**config.mk**
```make
export PLATFORM = sky130hd
export DESIGN_NAME = billboard_fallback_sequencer
export DESIGN_NICKNAME = d
export VERILOG_FILES = /design/src/hdl/billboard_pkg.sv /design/src/hdl/billboard_fallback_sequencer.sv /design/src/hdl/pin_sync.sv /design/src/hdl/tick_divider.sv
export VERILOG_INCLUDE_DIRS = /design/src /design/src/hdl
export SDC_FILE = /design/constraint.sdc
export NUM_CORES = 1
export LEC_CHECK = 0
export ABC_CLOCK_PERIOD_IN_PS = 3100
export BUFFER_PORTS_ARGS = -buffer_cell sky130_fd_sc_hd__buf_4
export CAP_MARGIN = 40
export CORE_ASPECT_RATIO = 0.5
export CORE_MARGIN = 2
export CORE_UTILIZATION = 40
export CTS_BUF_LIST = sky130_fd_sc_hd__clkbuf_8
export DETAILED_ROUTE_END_ITERATION = 12
export GPL_ROUTABILITY_DRIVEN = 1
export SYNTH_ARGS = -nofsm -noshare
export SYNTH_HDL_FRONTEND = slang
export SYNTH_SLANG_ARGS = --single-unit
```
**constraint.sdc**
```tcl
create_clock -name pclk -period 3.1 [get_ports pclk]
set_input_delay 0.62 -clock pclk [delete_from_list [all_inputs] [get_ports pclk]]
set_output_delay 0.62 -clock pclk [all_outputs]
set_load 0.02 [all_outputs]
```
**src/hdl/billboard_consts.svh**
```systemverilog
`ifndef BILLBOARD_CONSTS_SVH
`define BILLBOARD_CONSTS_SVH

// Register indexes; byte address is four times the index
`define IDX_IDLE_TMO_LOW 16'h413C
`define IDX_IDLE_TMO_HIGH 16'h413D
`define IDX_BB_CONTROL 16'h4140
`define IDX_BB_STATUS 16'h4141
`define IDX_STRING_TMO_LOW 16'h4142
`define IDX_STRING_TMO_HIGH 16'h4143

// Reset values
`define RST_IDLE_TMO_LOW 8'hD0
`define RST_IDLE_TMO_HIGH 8'h07
`define RST_BB_CONTROL 8'h14
`define RST_STRING_TMO 16'h07D0

// Control register fields
`define CTRL_ENABLE_BIT 0
`define CTRL_SEL_LSB 1
`define CTRL_SEL_MSB 5
`define CTRL_WRITE_MASK 8'h3F

// Pin select codes
`define SEL_RESERVED 5'h09
`define SEL_LAST 5'h10
`define NUM_PINS 17

// Descriptor field reported while billboard is shown (unspecified error)
`define BM_CONFIGURED_UNSPEC 2'h0

// Timing
`define CLK_FREQ_KHZ 250000
`define TICK_PERIOD_MS 10
`define DETACH_HOLD_TICKS 4'h2

`endif

```
**src/hdl/billboard_pkg.sv**
```systemverilog
package billboard_pkg;

	typedef enum logic [2:0] {
		ST_NORMAL,
		ST_DETACH_IN,
		ST_BB_ATTACHED,
		ST_DETACH_OUT,
		ST_WAIT_RELEASE
	} seq_state_t;

	typedef struct packed {
		logic [1:0] rsvd;
		logic [4:0] pin_sel;
		logic enable;
	} bb_control_t;

	typedef struct packed {
		logic detach;
		logic billboard_id;
		logic [1:0] bm_configured;
	} func_ctrl_t;

endpackage

```
**src/hdl/billboard_fallback_sequencer.sv**
```systemverilog
// Summary of operation
// (RQ1) Request comes from one of 17 pins picked by a 5-bit select; 01010 default.
// (RQ2) Request input is active low; low means alternate-mode negotiation failed.
// (RQ3) Control bit 0 enables the whole billboard feature.
// (RQ4) Control bits 7:6 always read zero.
// (RQ5) On request, first force the function device off its hub port.
// (RQ6) Then reconnect it with billboard class 1.1 descriptors.
// (RQ7) Start idle timer when host assigns the billboard device an address.
// (RQ8) Show billboard only on failure; report bmConfigured as unspecified error.
// (RQ9) On alternate-mode string request, start the string timer, default 20 s.
// (RQ10) When either timer expires, force the function device off its port again.
// (RQ11) Then reconnect it with its standard identity.
// (RQ12) Idle timeout is 16 bits in low and high bytes, 10 ms per count.
// (RQ13) Idle timeout resets to D0h and 07h, 2000 counts or 20 s.
// (RQ14) Derive a 10 ms tick to run both timers; clear timers on sequence exit.
//
// The APB interface to the registers was decided locally.
`timescale 1ns/1ps
`include "billboard_consts.svh"
module billboard_fallback_sequencer #(
	parameter int unsigned TICK_CYCLES = `TICK_PERIOD_MS * `CLK_FREQ_KHZ
) (
	// Clock and reset
	input wire logic pclk,
	input wire logic presetn,
	// APB slave
	input wire logic psel,
	input wire logic penable,
	input wire logic pwrite,
	input wire logic [31:0] paddr,
	input wire logic [31:0] pwdata,
	output logic [31:0] prdata,
	output logic pready,
	output logic pslverr,
	// Request pins from the power-delivery controller, active low
	input wire logic [`NUM_PINS-1:0] general_purpose_pin,
	// Events from the internal function device
	input wire logic addr_set_pulse,
	input wire logic string_req_pulse,
	// Control of the internal function device
	output billboard_pkg::func_ctrl_t func_ctrl
);
	import billboard_pkg::*;

	// Byte addresses: each register sits alone in one aligned word
	localparam logic [31:0] ADDR_IDLE_LOW = {14'h0, `IDX_IDLE_TMO_LOW, 2'b00};
	localparam logic [31:0] ADDR_IDLE_HIGH = {14'h0, `IDX_IDLE_TMO_HIGH, 2'b00};
	localparam logic [31:0] ADDR_CONTROL = {14'h0, `IDX_BB_CONTROL, 2'b00};
	localparam logic [31:0] ADDR_STATUS = {14'h0, `IDX_BB_STATUS, 2'b00};
	localparam logic [31:0] ADDR_STR_LOW = {14'h0, `IDX_STRING_TMO_LOW, 2'b00};
	localparam logic [31:0] ADDR_STR_HIGH = {14'h0, `IDX_STRING_TMO_HIGH, 2'b00};

	bb_control_t ctrl_q;
	logic [15:0] idle_tmo_q;
	logic [15:0] str_tmo_q;
	seq_state_t state_q;
	logic [3:0] hold_q;
	logic [15:0] idle_cnt_q;
	logic idle_run_q;
	logic [15:0] str_cnt_q;
	logic str_run_q;
	logic req_low_q;
	logic [`NUM_PINS-1:0] pins_sync;
	logic tick;
	logic setup;
	logic wr_access;
	logic expire;
	logic [7:0] status;
	logic hit_idle_low;
	logic hit_idle_high;
	logic hit_control;
	logic hit_status;
	logic hit_str_low;
	logic hit_str_high;
	logic req_sel;
	logic [7:0] rd_byte;
	logic rd_err;
	logic in_billboard;
	logic idle_start;
	logic str_start;
	logic idle_expire;
	logic str_expire;

	assign setup = psel && !penable;
	assign wr_access = psel && penable && pwrite;

	// Register decode, shared by the write side and the read side
	assign hit_idle_low = paddr == ADDR_IDLE_LOW;
	assign hit_idle_high = paddr == ADDR_IDLE_HIGH;
	assign hit_control = paddr == ADDR_CONTROL;
	assign hit_status = paddr == ADDR_STATUS;
	assign hit_str_low = paddr == ADDR_STR_LOW;
	assign hit_str_high = paddr == ADDR_STR_HIGH;

	// Host events count only while the billboard identity is shown
	assign in_billboard = state_q == ST_BB_ATTACHED;
	assign idle_start = in_billboard && !idle_run_q && addr_set_pulse; // RQ7
	assign str_start = in_billboard && !str_run_q && string_req_pulse; // RQ9

	// 10 ms time base; both timers and the detach hold share it, so every time
	// is exact to one tick, not to one cycle
	tick_divider #(
		.CYCLES(TICK_CYCLES)
	) u_tick (
		.pclk(pclk),
		.presetn(presetn),
		.tick(tick) // RQ14
	);

	// Three flip-flops against metastability on the asynchronous request pins
	pin_sync #(
		.WIDTH(`NUM_PINS)
	) u_sync (
		.pclk(pclk),
		.presetn(presetn),
		.pin_in(general_purpose_pin),
		.pin_out(pins_sync)
	);

	// Request through the current select, so that rewriting the select never acts on
	// the level of the pin chosen before; reserved or out-of-range codes never request
	always_comb begin
		req_sel = 1'b0;
		if (ctrl_q.pin_sel != `SEL_RESERVED && ctrl_q.pin_sel <= `SEL_LAST) begin
			req_sel = !pins_sync[ctrl_q.pin_sel]; // RQ1 RQ2
		end
	end

	// Request level kept for the status register
	always_ff @(posedge pclk or negedge presetn) begin
		if (!presetn) begin
			req_low_q <= 1'b0;
		end else begin
			req_low_q <= req_sel;
		end
	end

	// Control register
	always_ff @(posedge pclk or negedge presetn) begin
		if (!presetn) begin
			ctrl_q <= bb_control_t'(`RST_BB_CONTROL);
		end else if (wr_access && hit_control) begin
			// Bits 7:6 are dropped here so that they always read zero
			ctrl_q <= bb_control_t'(pwdata[7:0] & `CTRL_WRITE_MASK); // RQ4
		end
	end

	// Idle timeout reload, low and high bytes
	always_ff @(posedge pclk or negedge presetn) begin
		if (!presetn) begin
			idle_tmo_q <= {`RST_IDLE_TMO_HIGH, `RST_IDLE_TMO_LOW}; // RQ13
		end else if (wr_access && hit_idle_low) begin
			idle_tmo_q[7:0] <= pwdata[7:0]; // RQ12
		end else if (wr_access && hit_idle_high) begin
			idle_tmo_q[15:8] <= pwdata[7:0]; // RQ12
		end
	end

	// String timeout reload
	always_ff @(posedge pclk or negedge presetn) begin
		if (!presetn) begin
			str_tmo_q <= `RST_STRING_TMO; // RQ9
		end else if (wr_access && hit_str_low) begin
			str_tmo_q[7:0] <= pwdata[7:0];
		end else if (wr_access && hit_str_high) begin
			str_tmo_q[15:8] <= pwdata[7:0];
		end
	end

	// Status: request seen, timer run flags and the function device state
	assign status = {3'h0, req_low_q, str_run_q, idle_run_q, func_ctrl.billboard_id,
		func_ctrl.detach};

	// Read data for the addressed register; an unmapped address is refused
	always_comb begin
		rd_byte = 8'h00;
		rd_err = 1'b0;
		if (hit_idle_low) begin
			rd_byte = idle_tmo_q[7:0];
		end else if (hit_idle_high) begin
			rd_byte = idle_tmo_q[15:8];
		end else if (hit_control) begin
			rd_byte = {2'h0, ctrl_q.pin_sel, ctrl_q.enable}; // RQ4
		end else if (hit_status) begin
			rd_byte = status;
		end else if (hit_str_low) begin
			rd_byte = str_tmo_q[7:0];
		end else if (hit_str_high) begin
			rd_byte = str_tmo_q[15:8];
		end else begin
			rd_err = 1'b1;
		end
	end

	// APB answer: data and ready registered in the setup cycle, one access cycle
	always_ff @(posedge pclk or negedge presetn) begin
		if (!presetn) begin
			prdata <= 32'h0;
			pready <= 1'b0;
			pslverr <= 1'b0;
		end else if (setup) begin
			// Writes land at the access edge through wr_access; ready is never held off
			pready <= 1'b1;
			pslverr <= rd_err;
			prdata <= {24'h0, rd_byte};
		end else begin
			pready <= 1'b0;
			pslverr <= 1'b0;
		end
	end

	// A timer loaded with N expires on the Nth tick after it starts
	assign idle_expire = tick && idle_run_q && idle_cnt_q <= 16'h1;
	assign str_expire = tick && str_run_q && str_cnt_q <= 16'h1;
	assign expire = idle_expire || str_expire; // RQ10

	// Idle detach timer; an address pulse while it runs does not restart it,
	// so a host that readdresses the device cannot keep the billboard forever
	always_ff @(posedge pclk or negedge presetn) begin
		if (!presetn) begin
			idle_run_q <= 1'b0;
			idle_cnt_q <= 16'h0;
		end else if (!in_billboard) begin
			idle_run_q <= 1'b0; // RQ14
			idle_cnt_q <= 16'h0;
		end else if (idle_start) begin
			idle_run_q <= 1'b1; // RQ7
			idle_cnt_q <= idle_tmo_q;
		end else if (idle_run_q && tick && idle_cnt_q != 16'h0) begin
			idle_cnt_q <= idle_cnt_q - 16'h1; // RQ12
		end
	end

	// String detach timer; a repeated string fetch does not restart it,
	// the first fetch fixes the moment of the detach
	always_ff @(posedge pclk or negedge presetn) begin
		if (!presetn) begin
			str_run_q <= 1'b0;
			str_cnt_q <= 16'h0;
		end else if (!in_billboard) begin
			str_run_q <= 1'b0; // RQ14
			str_cnt_q <= 16'h0;
		end else if (str_start) begin
			str_run_q <= 1'b1; // RQ9
			str_cnt_q <= str_tmo_q;
		end else if (str_run_q && tick && str_cnt_q != 16'h0) begin
			str_cnt_q <= str_cnt_q - 16'h1;
		end
	end

	// Detach and re-attach sequence. A new sequence needs the request to go away,
	// or the enable bit to clear, first; otherwise a pin still held low would cycle
	// the function device between its two identities without end.
	always_ff @(posedge pclk or negedge presetn) begin
		if (!presetn) begin
			state_q <= ST_NORMAL;
			hold_q <= 4'h0;
		end else begin
			unique case (state_q)
				ST_NORMAL: begin
					if (ctrl_q.enable && req_sel) begin // RQ3
						state_q <= ST_DETACH_IN; // RQ5
						hold_q <= `DETACH_HOLD_TICKS;
					end
				end
				ST_DETACH_IN: begin
					// Hold the detach for whole ticks so the host sees a real disconnect
					if (tick && hold_q <= 4'h1) begin
						state_q <= ST_BB_ATTACHED; // RQ6
					end else if (tick) begin
						hold_q <= hold_q - 4'h1;
					end
				end
				ST_BB_ATTACHED: begin
					if (expire || !ctrl_q.enable) begin
						state_q <= ST_DETACH_OUT; // RQ10
						hold_q <= `DETACH_HOLD_TICKS;
					end
				end
				ST_DETACH_OUT: begin
					// Second detach, then the standard identity comes back
					if (tick && hold_q <= 4'h1) begin
						state_q <= ST_WAIT_RELEASE; // RQ11
					end else if (tick) begin
						hold_q <= hold_q - 4'h1;
					end
				end
				ST_WAIT_RELEASE: begin
					// A pin still held low must be released, or the enable bit cleared, before a new sequence
					if (!req_sel || !ctrl_q.enable) begin
						state_q <= ST_NORMAL;
					end
				end
			endcase
		end
	end

	// Function device control, registered; bm_configured is fixed because only
	// the failure case is ever shown to the host
	always_ff @(posedge pclk or negedge presetn) begin
		if (!presetn) begin
			func_ctrl <= '{detach: 1'b0, billboard_id: 1'b0, bm_configured: `BM_CONFIGURED_UNSPEC};
		end else begin
			func_ctrl.detach <= (state_q == ST_DETACH_IN || state_q == ST_DETACH_OUT); // RQ5 RQ10
			func_ctrl.billboard_id <= (state_q == ST_BB_ATTACHED); // RQ6 RQ8 RQ11
			func_ctrl.bm_configured <= `BM_CONFIGURED_UNSPEC; // RQ8
		end
	end
endmodule

```
**src/hdl/pin_sync.sv**
```systemverilog
`timescale 1ns/1ps
module pin_sync #(
	parameter int unsigned WIDTH = 17
) (
	// Clock and reset
	input wire logic pclk,
	input wire logic presetn,
	// Pins in, filtered levels out
	input wire logic [WIDTH-1:0] pin_in,
	output logic [WIDTH-1:0] pin_out
);
	logic [WIDTH-1:0] s1_q;
	logic [WIDTH-1:0] s2_q;
	logic [WIDTH-1:0] s3_q;

	// Pins idle high; a change counts once stages two and three agree
	always_ff @(posedge pclk or negedge presetn) begin
		if (!presetn) begin
			s1_q <= '1;
			s2_q <= '1;
			s3_q <= '1;
			pin_out <= '1;
		end else begin
			s1_q <= pin_in;
			s2_q <= s1_q;
			s3_q <= s2_q;
			for (int i = 0; i < WIDTH; i++) begin
				if (s2_q[i] == s3_q[i]) begin
					pin_out[i] <= s3_q[i];
				end
			end
		end
	end
endmodule

```
**src/hdl/tick_divider.sv**
```systemverilog
`timescale 1ns/1ps
module tick_divider #(
	parameter int unsigned CYCLES = 2500000
) (
	// Clock and reset
	input wire logic pclk,
	input wire logic presetn,
	// Enable pulse
	output logic tick
);
	logic [31:0] cnt_q;

	always_ff @(posedge pclk or negedge presetn) begin
		if (!presetn) begin
			cnt_q <= 32'h0;
			tick <= 1'b0;
		end else if (cnt_q >= CYCLES[31:0] - 32'h1) begin
			cnt_q <= 32'h0;
			tick <= 1'b1;
		end else begin
			cnt_q <= cnt_q + 32'h1;
			tick <= 1'b0;
		end
	end
endmodule

```
==> key figures <==
Setup path
  – R2R Setup Slk: approximately 660 ps
  – Critical Path AT: roughly 2800 ps
  – Crit path capture type: flop
  – Crit Path Class: flop to flop
  – Reg-to-Reg Start: ctrl_q[1]
  – Worst setup SP type: flop
  – CP startpoint: ctrl_q[1]
  – Crit path max fanout: 10
  – Reg2Reg Depth: 6
  – Reg2reg end: hold_q[1]
  – Data required, critical path: roughly 3500 ps

Layout
  – Layout cells sized above 1: 30.71%
  – Synth-to-Final Area Change: 15.61%
  – Diode count: 0
  – Nets: slightly above 900

STA
  – Final Slew Violations: 0
  – RSZ-0062 raised after global routing: false
  – Max Freq: 410.1 MHz
  – Final hold slack: 135.1 ps
  – # setup viols final: 0
  – TNS Setup: 0 ps
  – Tmin final: about 2400 ps
  – Slew @ Worst Pin: 895.3 ps
  – Skew final: ~14 ps
  – Final period utilization: 78.65%
  – Final hold vios: 0
  – Rel. slew slack: 40.31%

Clocking
  – H-tree Lvls: 4
  – CTS tree: built
  – Reg clk slew, reported paths: 110 ps
  – Hold-fix buffers, CTS: 0
  – PostCTS Resize Cnt: 0
  – CTS max path bufs: 2
  – Setup bufs post-CTS: 0
  – Clock Latency Late Sink: 470 ps
  – Sink Count: roughly 190
  – Cts bufs inserted: 17
  – CTS Root Cell: clkbuf_8

Drt
  – WL met1: 8.630 mm
  – DR DRC count: 0
  – Vias per std cell: 5.132
  – WL met2: 8.679 mm
  – Drt pass-1 iters: 4
  – Routed WL: ~18 mm
  – Post-route ant nets: 0
  – First DRT Iteration DRCs: roughly 350
  – Max layer used: met4
  – Routed vias: slightly below 6,000
  – Met3 Wirelength: 708 um
  – Drt wl/cell: 16.26 um

Floorplanning
  – Chip height: approximately 110 um
  – FP Rows: 37
  – Ports: approximately 130
  – Die width: around 210 um
  – Starting density of the core: ~41%
  – Die Area: between 20,000 and 25,000 sq um
  – Core box area: ~21,000 sq um

Power and ir drop
  – Leakage: approximately 4.2 nW
  – Max IR drop VDD: between 0.2 and 0.25 mV
  – Pwr dens: ~470 nW/um^2

Placed design
  – Final GP Congestion: about 0.84
  – Dpl hpwl: around 13 mm
  – I/O Buffers: 75

Status
  – Status: completed

GRT
  – Total global routing overflow: 0
  – Vias in the first global route: between 5,000 and 6,000
  – Initial antenna violation count: 0
  – Largest net degree at the start of global routing: 73
  – Tot GR Track Use: ~17%
  – First-pass GRT wire length: a little under 30 mm

Hold path
  – Worst hold path type: primary input to asynchronous set/reset pin

Logic synthesis
  – Post-Syn Instances: roughly 740
  – Cell Area, Synth: roughly 8600 sq um
  – Async S/R FF share, synth: 100.0%
  – Post-synth EDFFs: 0
  – Yosys warns: 0
  – Post-synthesis register bit count: slightly below 200
  – Main flop type after synthesis: dfrtp_1
  – Register area share after synthesis: around 57%
  – Synth unique cells: 65
  – Mean Syn Cell Area: between 10 and 15 sq um

Job
  – Maxcap violations: 0
-- stage by stage --
| stage | power, W | setup WS, ps | std cells | instance area (sq um) | util [%] |
|---|---|---|---|---|---|
| floorplan | 0.002804 | 402.9 | 774 | 8718 | - |
| global placement | 0.002926 | 258.9 | 1091 | 9484 | 45.63 |
| detailed placement | 0.002931 | 242.6 | 1091 | 9484 | 45.63 |
| CTS | 0.004743 | 625.3 | 1123 | 9927 | 47.76 |
| global route | 0.004880 | 427.7 | 1123 | 9927 | 47.76 |
| finish | 0.004682 | 661.7 | 1123 | 9927 | 47.76 |
-- placed cells by master, fill, tap and decap left out, types with 5 or more instances in the layout --
| master | count |
|---|---|
| nor2b_1 | 5 |
| mux2i_1 | 9 |
| maj3_1 | 17 |
| nor4_1 | 11 |
| buf_4 | 89 |
| mux2_2 | 40 |
| ha_1 | 9 |
| nand3b_1 | 7 |
| nand4_1 | 6 |
| dfstp_2 | 82 |
| a211oi_1 | 8 |
| a31oi_1 | 5 |
| clkbuf_8 | 18 |
| nor2_1 | 72 |
| inv_1 | 17 |
| a21oi_1 | 31 |
| xnor2_1 | 23 |
| nand2b_1 | 10 |
| nor3_1 | 21 |
| xor2_1 | 23 |
| nand3_1 | 18 |
| or3_1 | 6 |
| a22oi_1 | 5 |
| or4_1 | 7 |
| nand2_1 | 41 |
| o22ai_1 | 5 |
| o21ai_0 | 32 |
| o31ai_1 | 5 |
| conb_1 | 36 |
| dfrtp_1 | 111 |
| and3_1 | 8 |
| o211ai_1 | 5 |
-- cell usage after synthesis, types with 9 or more instances --
master	count	share of area, %
xor2_1	23	2.3
nor3_1	21	1.2
a21oi_1	31	1.8
dfrtp_1	111	32
ha_1	9	1.3
nand3_1	18	1.0
nor4_1	11	0.80
nand2b_1	10	0.73
buf_4	26	2.3
inv_1	17	0.74
xnor2_1	23	2.3
mux2i_1	9	1.0
nand2_1	41	1.8
o21ai_0	32	1.9
nor2_1	72	3.1
clkbuf_1	15	0.66
mux2_2	40	5.2
dfstp_2	82	25
maj3_1	17	2.0
-- report_power, final --
| part | total (W) | switching, W | internal, W |
|---|---|---|---|
| sequential | 0.00266 | 0.0000292 | 0.00263 |
| clock | 0.00180 | 0.00102 | 0.000781 |
| combinational | 0.000225 | 0.000135 | 0.0000907 |
-- layout make-up --
| type | count | area, sq um |
|---|---|---|
| well taps | 273 | 341.6 |
| flip-flops and latches | 193 | 4932 |
| repair buffers | 91 | 701.9 |
| fillers | 1914 | 10860 |
| inverters | 17 | 63.81 |
| clock inverters | 15 | 209.0 |
| clock buffers | 17 | 234.0 |
| multi-input cells | 517 | 3445 |
-- critical path, cell delays in order (launching register included) --
cell	delay, ps
dfrtp_1	650
mux4_2	560
nand2b_1	160
a41oi_1	290
o211a_1	270
o311ai_0	190
a22oi_1	230
-- metal layers --
metal	GRT usage (%)	up-vias
li1	-	2761
met1	23.70	2890
met2	26.29	92
met3	3.180	20
met4	5.785	0
met5	0	-
-- logic make-up after synthesis --
logic type      after synthesis  synth area share [%]
fa+ha+maj                    26                 3.293
flops                       193                 57.44
other cells                   1               0.04367
xor+xnor                     46                 4.692
simple gates                234                 14.21
compound gates              122                 9.005
buf+inv                      64                 3.978
mux                          53                 7.344
-- flip-flops by register name, indices dropped and copies added (netlist names), 2 cells and up --
register,cells
ctrl_q,6
func_ctrl,2
hold_q,4
idle_cnt_q,16
idle_tmo_q,16
prdata,8
state_q,3
str_cnt_q,16
str_tmo_q,16
u_sync.pin_out,17
u_sync.s1_q,17
u_sync.s2_q,17
u_sync.s3_q,17
u_tick.cnt_q,32
-- worst max path at each step --
stage,to,slack [ps],depth (start not counted)
3_3_place_gp,ctrl_q[3],260,7
2_1_floorplan,ctrl_q[0],400,6
6_report,hold_q[1],660,6
4_1_cts,hold_q[1],630,6
5_1_grt,str_cnt_q[12],430,6
3_5_place_dp,ctrl_q[3],240,7
(Power assumes the default switching activity.)
